**src/mld_pkg.sv**
```systemverilog
/*
  constants, field layouts and types shared by the multiplexed led display controller.
  assumes a 100 mhz aclk and an axi4-lite register master with 32-bit data.
*/
package mld_pkg;
  // clock and refresh timing
  localparam int CLK_NS = 10;
  localparam int TICK_NS = 86800;
  localparam int TICK_CYC_DEF = TICK_NS / CLK_NS;
  localparam logic [7:0] PRELOAD_RST = 8'hE3;
  localparam logic [7:0] TIMER_LAST = 8'hFF;
  localparam int DIGITS = 8;
  localparam logic [2:0] DIGIT_LAST = 3'h7;

  // register byte addresses
  localparam int AW = 8;
  localparam logic [AW-1:0] ADDR_DATA = 8'h00;
  localparam logic [AW-1:0] ADDR_STATUS = 8'h04;
  localparam logic [AW-1:0] ADDR_PRELOAD = 8'h08;
  localparam logic [AW-1:0] ADDR_MAP = 8'h20;
  localparam logic [AW-1:0] MAP_MASK = 8'hE3;

  // status fields
  localparam int ST_IBF_BIT = 0;
  localparam int ST_PEND_BIT = 1;
  localparam int ST_CUR_LSB = 4;

  // display data word layout
  localparam int DIG_LSB = 0;
  localparam int DIG_W = 3;
  localparam int CHR_LSB = 3;
  localparam int CHR_W = 5;
  localparam logic [4:0] CHR_DP = 5'h1F;
  localparam logic [7:0] SEG_DP = 8'h80;
  localparam logic [7:0] SEG_BLANK = 8'h00;

  localparam logic [1:0] RESP_OKAY = 2'h0;
  localparam logic [1:0] RESP_SLVERR = 2'h2;

  typedef enum logic [2:0] {ST_IDLE, ST_BLANK, ST_SEG, ST_SEL, ST_EN} mld_step_t;
endpackage : mld_pkg

```
**src/mld_char_rom.sv**
```systemverilog
/*
  character code to segment pattern lookup (bit0 = a ... bit6 = g, bit7 = dp).
  assumes a 5-bit code; unlisted codes show blank.
*/
`timescale 1ns/1ns
module mld_char_rom
  import mld_pkg::*;
(
  input wire logic [4:0] code,
  output logic [7:0] seg
);
  always_comb begin
    unique case (code)
      5'h00: seg = 8'h3F;
      5'h01: seg = 8'h06;
      5'h02: seg = 8'h5B;
      5'h03: seg = 8'h4F;
      5'h04: seg = 8'h66;
      5'h05: seg = 8'h6D;
      5'h06: seg = 8'h7D;
      5'h07: seg = 8'h07;
      5'h08: seg = 8'h7F;
      5'h09: seg = 8'h6F;
      5'h0A: seg = 8'h77;
      5'h0B: seg = 8'h7C;
      5'h0C: seg = 8'h39;
      5'h0D: seg = 8'h5E;
      5'h0E: seg = 8'h79;
      5'h0F: seg = 8'h71;
      5'h10: seg = 8'h76;
      5'h11: seg = 8'h38;
      5'h12: seg = 8'h73;
      5'h13: seg = 8'h3E;
      5'h14: seg = 8'h40;
      5'h15: seg = 8'h50;
      5'h16: seg = 8'h5C;
      default: seg = SEG_BLANK;
    endcase
  end
endmodule : mld_char_rom

```
**src/mld_ctrl.sv**
```systemverilog
/*
  eight-digit multiplexed led display controller with an axi4-lite register slave.
  assumes one 100 mhz clock, a synchronous active-low reset and external
  segment drivers plus a 3-to-8 digit decoder with an active-high enable.
*/
`timescale 1ns/1ns
// Notes on behaviour
// host write fills buffer, flag taken
// word splits into digit and character
// character looked up, stored in map
// decimal point merges into existing pattern
// each timer expiry runs one step
// decoder disabled before segments change
// map entry of digit drives segments
// digit number out, then decoder enabled
// digit counter advances, wraps after eight
// timer reloaded at end of step
// lit digit held until next step
// host checks flag clear before writing
// whole display refreshed at about 49.7 hz
// 8-bit up timer, preload 227, settable
// three digit lines plus enable line
// display map holds eight patterns
// reset blanks outputs, map, starts timer
// three digit bits, five character bits
// write and expiry together both served
module mld_ctrl
  import mld_pkg::*;
#(
  parameter int TICK_CYC = TICK_CYC_DEF
) (
  input wire logic aclk,
  input wire logic aresetn,
  input wire logic [AW-1:0] s_axi_awaddr,
  input wire logic s_axi_awvalid,
  output logic s_axi_awready,
  input wire logic [31:0] s_axi_wdata,
  input wire logic [3:0] s_axi_wstrb,
  input wire logic s_axi_wvalid,
  output logic s_axi_wready,
  output logic [1:0] s_axi_bresp,
  output logic s_axi_bvalid,
  input wire logic s_axi_bready,
  input wire logic [AW-1:0] s_axi_araddr,
  input wire logic s_axi_arvalid,
  output logic s_axi_arready,
  output logic [31:0] s_axi_rdata,
  output logic [1:0] s_axi_rresp,
  output logic s_axi_rvalid,
  input wire logic s_axi_rready,
  output logic [7:0] seg_out,
  output logic [2:0] digit_sel,
  output logic digit_dec_en
);
  localparam logic [13:0] TICK_LAST = 14'(TICK_CYC - 1);

  typedef struct packed {
    logic [DIGITS-1:0][7:0] map;
    logic [7:0] host_input_buffer;
    logic input_buffer_full_flag;
    logic pend;
    logic [7:0] timer;
    logic [13:0] pre;
    logic [7:0] preload;
    logic [2:0] cur;
    mld_step_t step;
    logic [7:0] seg;
    logic [2:0] sel;
    logic en;
    logic aw_have;
    logic [AW-1:0] awaddr;
    logic w_have;
    logic [7:0] wdata;
    logic wstrb0;
    logic bvalid;
    logic [1:0] bresp;
    logic rvalid;
    logic [31:0] rdata;
    logic [1:0] rresp;
    logic aw_rdy;
    logic w_rdy;
    logic ar_rdy;
  } mld_state_t;

  mld_state_t q;
  mld_state_t d;
  logic [7:0] rom_seg;
  logic tick;
  logic expire;
  logic [2:0] wr_dig;
  logic [4:0] wr_chr;

  // field split of the held word
  // digit in low bits, character above
  assign wr_dig = q.host_input_buffer[DIG_LSB +: DIG_W];
  assign wr_chr = q.host_input_buffer[CHR_LSB +: CHR_W];

  mld_char_rom u_rom (
    .code(wr_chr),
    .seg(rom_seg)
  );

  // timer runs only while no step is owed
  assign tick = (q.pre == TICK_LAST);
  assign expire = tick && !q.pend && (q.timer == TIMER_LAST);

  always_comb begin
    d = q;
    d.pre = tick ? 14'h0000 : q.pre + 14'h0001;

    // up-count from preload to overflow
    // default preload gives about 397 steps per second
    if (tick && !q.pend) begin
      d.timer = q.timer + 8'h01;
    end
    // overflow marks one step owed
    if (expire) begin
      d.pend = 1'b1;
    end

    // buffered word consumed in one cycle
    if (q.input_buffer_full_flag) begin
      d.input_buffer_full_flag = 1'b0;
      // decimal point or-ed into pattern
      if (wr_chr == CHR_DP) begin
        d.map[wr_dig] = q.map[wr_dig] | SEG_DP;
      end else begin
        // lookup result replaces pattern
        d.map[wr_dig] = rom_seg;
      end
    end

    unique case (q.step)
      ST_IDLE: begin
        // owed step starts even during a write
        if (q.pend) begin
          d.step = ST_BLANK;
        end
      end
      ST_BLANK: begin
        // digit drivers off first
        d.en = 1'b0;
        d.pend = 1'b0;
        d.step = ST_SEG;
      end
      ST_SEG: begin
        // current digit's pattern to segments
        d.seg = q.map[q.cur];
        d.step = ST_SEL;
      end
      ST_SEL: begin
        // digit number to decoder lines
        d.sel = q.cur;
        d.step = ST_EN;
      end
      ST_EN: begin
        // enable lights the selected digit
        d.en = 1'b1;
        // wrap after the eighth digit
        d.cur = (q.cur == DIGIT_LAST) ? 3'h0 : q.cur + 3'h1;
        // reload and restart the interval
        d.timer = q.preload;
        d.pre = 14'h0000;
        d.step = ST_IDLE;
      end
      // three codes unused: fall back to idle
      default: begin
        d.step = ST_IDLE;
      end
    endcase

    // write channel: address and data taken in either order
    if (s_axi_awvalid && !q.aw_have && !q.bvalid) begin
      d.aw_have = 1'b1;
      d.awaddr = s_axi_awaddr;
    end
    if (s_axi_wvalid && !q.w_have && !q.bvalid) begin
      d.w_have = 1'b1;
      d.wdata = s_axi_wdata[7:0];
      d.wstrb0 = s_axi_wstrb[0];
    end
    if (q.aw_have && q.w_have && !q.bvalid) begin
      d.aw_have = 1'b0;
      d.w_have = 1'b0;
      d.bvalid = 1'b1;
      d.bresp = RESP_OKAY;
      if (q.awaddr == ADDR_DATA) begin
        // a write into a full buffer is refused, not merged
        if (q.input_buffer_full_flag) begin
          d.bresp = RESP_SLVERR;
        end else if (q.wstrb0) begin
          // word latched and flag raised
          d.host_input_buffer = q.wdata;
          d.input_buffer_full_flag = 1'b1;
        end
      end else if (q.awaddr == ADDR_PRELOAD) begin
        // preload is software settable
        if (q.wstrb0) begin
          d.preload = q.wdata;
        end
      end else if (q.awaddr == ADDR_STATUS || (q.awaddr & MAP_MASK) == ADDR_MAP) begin
        d.bresp = RESP_OKAY;
      end else begin
        d.bresp = RESP_SLVERR;
      end
    end
    if (q.bvalid && s_axi_bready) begin
      d.bvalid = 1'b0;
    end

    // read channel: one read in flight, answered the next cycle
    if (s_axi_arvalid && !q.rvalid) begin
      d.rvalid = 1'b1;
      d.rresp = RESP_OKAY;
      d.rdata = 32'h0000_0000;
      if (s_axi_araddr == ADDR_DATA) begin
        d.rdata[7:0] = q.host_input_buffer;
      end else if (s_axi_araddr == ADDR_STATUS) begin
        d.rdata[ST_IBF_BIT] = q.input_buffer_full_flag;
        d.rdata[ST_PEND_BIT] = q.pend;
        d.rdata[ST_CUR_LSB +: 3] = q.cur;
      end else if (s_axi_araddr == ADDR_PRELOAD) begin
        d.rdata[7:0] = q.preload;
      end else if ((s_axi_araddr & MAP_MASK) == ADDR_MAP) begin
        // each map entry readable
        d.rdata[7:0] = q.map[s_axi_araddr[4:2]];
      end else begin
        d.rresp = RESP_SLVERR;
      end
    end else if (q.rvalid && s_axi_rready) begin
      d.rvalid = 1'b0;
    end

    // readies registered so every port leaves a flip-flop
    d.aw_rdy = !d.aw_have && !d.bvalid;
    d.w_rdy = !d.w_have && !d.bvalid;
    d.ar_rdy = !d.rvalid;
  end

  always_ff @(posedge aclk) begin
    if (!aresetn) begin
      // all drivers off, map blank, timer loaded
      q <= '0;
      q.preload <= PRELOAD_RST;
      q.timer <= PRELOAD_RST;
      q.step <= ST_IDLE;
      q.aw_rdy <= 1'b1;
      q.w_rdy <= 1'b1;
      q.ar_rdy <= 1'b1;
    end else begin
      q <= d;
    end
  end

  assign s_axi_awready = q.aw_rdy;
  assign s_axi_wready = q.w_rdy;
  assign s_axi_bvalid = q.bvalid;
  assign s_axi_bresp = q.bresp;
  assign s_axi_arready = q.ar_rdy;
  assign s_axi_rvalid = q.rvalid;
  assign s_axi_rdata = q.rdata;
  assign s_axi_rresp = q.rresp;
  assign seg_out = q.seg;
  assign digit_sel = q.sel;
  assign digit_dec_en = q.en;

  // checks
  a_ibf_taken: assert property (@(posedge aclk) disable iff (!aresetn)
    q.input_buffer_full_flag |=> !q.input_buffer_full_flag) else $error("buffered word not consumed");
  a_char_stored: assert property (@(posedge aclk) disable iff (!aresetn)
    q.input_buffer_full_flag && wr_chr != CHR_DP |=> q.map[$past(wr_dig)] == $past(rom_seg))
    else $error("lookup pattern not stored");
  a_dp_merge: assert property (@(posedge aclk) disable iff (!aresetn)
    q.input_buffer_full_flag && wr_chr == CHR_DP |=> q.map[$past(wr_dig)] == ($past(q.map[wr_dig]) | SEG_DP))
    else $error("decimal point not merged");
  a_expiry_step: assert property (@(posedge aclk) disable iff (!aresetn)
    expire && q.step == ST_IDLE |=> ##1 q.step == ST_BLANK ##4 $rose(digit_dec_en))
    else $error("expiry did not run a step");
  a_blank_first: assert property (@(posedge aclk) disable iff (!aresetn)
    $changed(seg_out) |-> !digit_dec_en && $past(!digit_dec_en)) else $error("segments changed while lit");
  a_seg_from_map: assert property (@(posedge aclk) disable iff (!aresetn)
    q.step == ST_SEL |-> seg_out == $past(q.map[q.cur])) else $error("segments not from map");
  a_sel_then_en: assert property (@(posedge aclk) disable iff (!aresetn)
    $rose(digit_dec_en) |-> $stable(digit_sel) && digit_sel == $past(q.cur, 2)) else $error("enable before digit select");
  a_digit_wrap: assert property (@(posedge aclk) disable iff (!aresetn)
    q.step == ST_EN |=> q.cur == ($past(q.cur) == DIGIT_LAST ? 3'h0 : $past(q.cur) + 3'h1)) else $error("digit counter wrong");
  a_timer_reload: assert property (@(posedge aclk) disable iff (!aresetn)
    q.step == ST_EN |=> q.timer == $past(q.preload) && q.pre == 14'h0000) else $error("timer not reloaded");
  a_lit_hold: assert property (@(posedge aclk) disable iff (!aresetn)
    q.step == ST_IDLE && !q.pend |=> $stable(seg_out) && $stable(digit_sel) && $stable(digit_dec_en))
    else $error("display changed between steps");
  a_reset_blank: assert property (@(posedge aclk)
    $past(!aresetn) |-> seg_out == SEG_BLANK && !digit_dec_en && q.timer == PRELOAD_RST) else $error("reset not blank");
  a_coincide: assert property (@(posedge aclk) disable iff (!aresetn)
    expire && q.input_buffer_full_flag |=> q.pend && !q.input_buffer_full_flag) else $error("coincident event lost");

  c_wrap: cover property (@(posedge aclk) disable iff (!aresetn) q.step == ST_EN && q.cur == DIGIT_LAST);
  c_dp: cover property (@(posedge aclk) disable iff (!aresetn) q.input_buffer_full_flag && wr_chr == CHR_DP);
  c_both: cover property (@(posedge aclk) disable iff (!aresetn) expire && q.input_buffer_full_flag);
endmodule : mld_ctrl

```
**config.mk**
```make
export PLATFORM = sky130hd
export DESIGN_NAME = mld_ctrl
export DESIGN_NICKNAME = d
export VERILOG_FILES = /design/src/mld_pkg.sv /design/src/mld_char_rom.sv /design/src/mld_ctrl.sv
export SDC_FILE = /design/constraint.sdc
export NUM_CORES = 1
export LEC_CHECK = 0
export BUFFER_PORTS_ARGS = -buffer_cell sky130_fd_sc_hd__buf_2
export CAP_MARGIN = 10
export CORE_UTILIZATION = 35
export CTS_BUF_LIST = sky130_fd_sc_hd__clkbuf_2
export CTS_CLUSTER_DIAMETER = 200
export DETAILED_ROUTE_END_ITERATION = 8
export PLACE_DENSITY_LB_ADDON = 0.1
export SLEW_MARGIN = 20
export SYNTH_ARGS = -nofsm -noshare
export SYNTH_HDL_FRONTEND = slang
export SYNTH_SLANG_ARGS = --single-unit
```
**constraint.sdc**
```tcl
create_clock -name aclk -period 7.04 [get_ports aclk]
set_input_delay 0.352 -clock aclk [delete_from_list [all_inputs] [get_ports aclk]]
set_output_delay 0.352 -clock aclk [all_outputs]
set_load 0.02 [all_outputs]
```
**Yosys cells after proc, flatten, opt, wreduce, memory -nomap -nowiden**

Memory sizes are Yosys's and may differ from the RTL's. A register that Yosys moved wholly into a read port is not among the register bits.
Cells that the tools add are included.

- Flip-flop bits (word level): 158
- Bits in latches: 0
- Bits in writable memories: 0
- ROM bits: 224
- Input bits: 59
- Output and inout bits: 53
- Memories: 1

Memory list:

| name | words | bits a word | rd ports | clocked after memory_dff | write ports | RTL line | source |
|---|---|---|---|---|---|---|---|
| (name not given) | 32 | 7 | 1 | 1 | 0 | mld_char_rom.sv:13 | `unique case (code)` |

- $add $sub $neg: 3
- Multipliers: 0
- Div/mod/pow operators: 0
- Magnitude comparators: 4
- Eq/ne operators: 15
- Shifts and indexed selects: 0
- Multiplexer cells: 44
- Bitwise logic cells: 4
- Reductions and logical operators: 34

Operators by type and width:

| operator | number |
|---|---|
| $bwmux W64 | 2 |
| $bmux W8 S3 | 3 |
| $mux W64 | 1 |
| $mux W8 | 7 |
| $demux W8 S3 | 1 |
| $mux W22 | 1 |
| $mux W2 | 10 |
| $eq A8 B3 Y1 const B | 2 |
| $eq A8 B4 Y1 const B | 2 |
| $logic_not A8 Y1 | 2 |
| $add A14 B1 Y14 const B | 1 |
| $eq A14 B14 Y1 const B | 1 |
| $logic_and A1 B1 Y1 | 14 |
| $mux W14 | 1 |
| $lt A3 B4 Y1 const B | 3 |
| $mux W3 | 4 |
| $pmux W3 S4 | 1 |
| $eq A5 B3 Y1 const B | 2 |
| $mux W10 | 1 |
| $mux W5 | 2 |
| $logic_not A1 Y1 | 9 |
| $mux W9 | 1 |
| $add A8 B1 Y8 const B | 1 |
| $eq A8 B8 Y1 const B | 1 |
| 18 further kinds | 31 |

**Logic depth before layout (Yosys ltp)**

- Depth in word-level cells: 9
- Depth in mapped cells: 14

**By module**

From an unflattened synthesis, not the netlist that was laid out.

- Cell total of the unflattened synthesis: 966
- Area total of the unflattened synthesis: 8838.5 sq um

By module, submodules not included:

| module | instances | cells each | area each (sq um) | sequential area each (sq um) |
|---|---|---|---|---|
| mld_ctrl | 1 | 909 | 8436.8 | 3123.0 |
| mld_char_rom | 1 | 57 | 401.6 | 0.0 |

**Worst setup path after synthesis**

No wires, ideal clock.

- Kind: register -> register
- From: register q, in the netlist s_axi_bvalid
- To: register, netlist name u_rom.seg[0]
- Setup time: 0.070 ns
- Arrival: 2.732 ns
- Data required time: 6.970 ns
- Slack: 4.238 ns
- Cell stages (with the launch flop): 15
- Period minus slack after synthesis: 2.802 ns
- Path through: dfxtp_1 > and3b_1 > buf_6 > and4_1 > buf_4 > buf_2 > nand2_1 > a21oi_1 > inv_1 > ha_1 > mux2_2 > a211oi_1 > a21oi_1 > a32oi_1 > o2bb2ai_1

- Word-level cells in the longest chain between the ends: 5

RTL lines:

| element | RTL line | source |
|---|---|---|
| start: declaration | mld_ctrl.sv:85 | `mld_state_t q;` |
| $logic_not A1 Y1 | mld_ctrl.sv:182 | `if (q.aw_have && q.w_have && !q.bvalid) begin` |
| $logic_and A1 B1 Y1 | mld_ctrl.sv:182 |  |
| $reduce_and A4 Y1 (no source line) | n/a |  |
| $mux W5 (no source line) (2 in a row) | n/a |  |

Every way passes these cells.
A chain may end at the register's enable or synchronous reset.

**Final worst setup path**

- From: register q, in the netlist s_axi_bvalid
- To: register, netlist name u_rom.seg[0]

- Word-level cells in the longest chain between the ends: 5

RTL lines:

| element | RTL line |
|---|---|
| $logic_not A1 Y1 | mld_ctrl.sv:182 |
| $logic_and A1 B1 Y1 | mld_ctrl.sv:182 |
| $reduce_and A4 Y1 (no source line) | n/a |
| $mux W5 (no source line) (2 in a row) | n/a |

Every way passes these cells.

==> out/results.txt <==
Sequential cell area = 0.00326 mm²
CP endpoint = u_rom.seg[0]
Required arrival time at the worst endpoint = 7.75 ns
Clock Path Buffers = 2
Portion of the post-synthesis area used by sequential elements = 37.8%
Hold violation total from the final report = 0
DRT antenna net count = 0
Most frequent standard cell in the layout excluding fill and tap cells = sky130_fd_sc_hd__dfxtp_1
Cell row count = 57
Number of flops mapped to enable cells by yosys = 0
Final slew viol count = 0
Setup slack after placement = 3.58 ns
Area overhead of the layout relative to synthesis = 8.58%
Post-synthesis instance area = 0.00863 mm²
Max Clock Skew = 0.0430 ns
Largest net degree at the start of global routing = 86
Number of failing setup endpoints in the final timing report = 0
Area used by multi-input combinational logic = 0.00483 mm²
Number of CTS-inserted buffers = 17
Path type of the worst setup path = register to register
Max-slew headroom at the worst pin = 33.8%
Post-synthesis sequential element count = 163
Number of cells upsized or downsized after cts = 0
Number of top-level pins = 112
Most used cells in the layout excluding fill and tap cells = sky130_fd_sc_hd__dfxtp_1, sky130_fd_sc_hd__nor2_1, sky130_fd_sc_hd__nand2_1
Die W = 159 µm
Starting DRC count in detailed routing = 447
Setup TNS = 0 ns
Vias per cell = 5.19
Worst Hold Margin = 0.122 ns
Final design area excluding fillers = 0.00937 mm²
Min setup slack post-route = 3.51 ns
Register-to-register setup slack = 3.51 ns
Global-route congestion overflow total = 0
Worst hold-check path type = primary input to register
Distinct cells, synth = 65
Clock tree from TritonCTS = yes
Floorplan die area = 0.0253 mm²
GR Util All Layers = 18.9%
Post-synthesis async set-or-reset flop share = 0%
Routability congestion estimate from global placement = 0.796
Worst vdd rail ir drop = 0.0685 mV
Crit path from = s_axi_bvalid
Core utilization of the finished layout = 38.7%
Total number of H-tree levels = 4
Via count = 6691
CP Max Fanout = 14
Global-route wire length before repair = 37100 µm
Routed len/inst = 18.0 µm
Initial core utilization = 35.6%
Power density of the placed cells = 173 mW/mm²
Antenna violations before repair = 1
Proportion of layout cells with a drive suffix above 1 = 17.4%
Transition time at the pin with the least slew margin = 0.988 ns
Launch point of the worst reg-to-reg path = s_axi_bvalid
Crit. End Element = register
Largest area contributor in the netlist = sky130_fd_sc_hd__dfxtp_1
Tmin final = 3.53 ns
Number of iterations in the first detailed-routing pass = 6
Leakage component of the power = 3.79 nW
Max Clk Rate = 0.284 GHz
Root buffer cell = sky130_fd_sc_hd__clkbuf_2
Placed Instances = 1233
Critical Path Start Type = register
Fillcell total = 2508
# nets final = 1021
Clock tree sinks = 163
Total power of the final layout = 1.62 mW
Vias in the first global route = 6407
Most area-consuming cells after synthesis = sky130_fd_sc_hd__dfxtp_1, sky130_fd_sc_hd__mux4_2, sky130_fd_sc_hd__mux2i_1, sky130_fd_sc_hd__nor2_1, sky130_fd_sc_hd__buf_4
R2r worst-path depth = 11
Clock Pin Slew Worst Setup and Hold Paths = 0.30 ns
Portion of synthesized cell area occupied by the leading cell type = 37.8%
DRT Wirelength = 23200 µm
Die height = 159 µm
RSZ-0062 raised after global routing = false
Final clock period utilization by the worst path = 50.1%
Number of max-cap violations = 0
Placed standard-cell area = 0.00890 mm²
Worst Path Arrival = 4.23 ns
Syn_area_per_cell = 9.39 µm²
Outcome = finished clean
Post-layout instance count excluding filler cells = 1289
Main synth FF type = sky130_fd_sc_hd__dfxtp_1
Number of port buffers = 58
Endpoint of the worst-slack reg-to-reg timing path = u_rom.seg[0]
Number of cells produced by synthesis = 919
Clock insertion delay at the later pin of the skew report = 0.78 ns
Final HPWL from detailed placement = 15600 µm
Post-route DRC violation count = 0
Count of synthesis-stage warnings from yosys = 0
Core region area = 0.0242 mm²
-- Yosys cell counts (all sizes together), types with 15 or more instances --
cell type,count
dfxtp,163
o21ai,27
mux2i,93
clkbuf,35
a211oi,15
a21oi,48
nand2,97
buf,65
mux4,42
nand3,19
inv,15
nor2,133
-- layer usage --
layer	global-route usage (%)	vias to the layer above	wire (µm)
met3	3.36	17	1070
met4	5.46	0	291
met1	27.0	3254	11400
met5	0	-	0
li1	-	3268	-
met2	29.0	152	10400
-- state kept, by name (all words and copies together), names as in the netlist, 3 cells and up --
name,count
digit_sel,3
q,129
s_axi_rdata,8
seg_out,8
u_rom.seg,7
-- kinds of logic after synthesis --
kind of cell	count (synthesis)	share of synthesized area, %
compound gates	135	10.2
xor+xnor	18	1.83
fa+ha+maj	11	1.59
buf+inv	115	7.49
flops	163	37.8
mux	144	23.0
other cells	1	0.0434
simple gates	332	18.0
-- repair_timing --
action                                 CTS  global route
endpoints found under the hold margin   29             0
setup endpoints to repair                0             0
hold buffers                            23             0
setup buffers                            0             0
-- area by class of cell --
type	count	area share [%]
antenna	1	0.0267
clock buffer	17	0.908
inverter	15	0.641
timing repair buffer	88	6.11
multi-input combinational	666	51.5
clock inverter	15	1.68
tap	324	4.32
sequential	163	34.8
-- worst min-delay path by stage --
stage | slack, ns | cells after the start | from | end
after global routing | 0.04 | 4 | s_axi_wvalid | q[50]
after floorplan | 0.42 | 2 | s_axi_rdata[0] | s_axi_rdata[0]
after global placement | 0.43 | 1 | q[86] | q[86]
after detailed placement | 0.43 | 2 | s_axi_rdata[0] | s_axi_rdata[0]
final | 0.12 | 4 | s_axi_wvalid | q[50]
after CTS | 0.04 | 4 | s_axi_wvalid | q[50]
-- worst max-delay path: stages, from the launching register on --
cell	delay (ns)
sky130_fd_sc_hd__dfxtp_1	0.43
sky130_fd_sc_hd__and3b_1	0.44
sky130_fd_sc_hd__and4_1	0.63
sky130_fd_sc_hd__nand2_1	0.14
sky130_fd_sc_hd__a21oi_1	0.38
sky130_fd_sc_hd__inv_1	0.17
sky130_fd_sc_hd__ha_1	0.32
sky130_fd_sc_hd__mux2_2	0.30
sky130_fd_sc_hd__a211oi_1	0.24
sky130_fd_sc_hd__a21oi_1	0.09
sky130_fd_sc_hd__a32oi_1	0.19
sky130_fd_sc_hd__o2bb2ai_1	0.12
-- power breakdown --
part           internal (mW)  switching [mW]  total (mW)  leakage [nW]
combinational         0.0454          0.0735       0.119          2.32
sequential             0.941          0.0143       0.955          1.32
clock                  0.149           0.398       0.548         0.151
total                   1.14           0.486        1.62          3.79
Note: power is estimated with default switching activity, not from simulation.
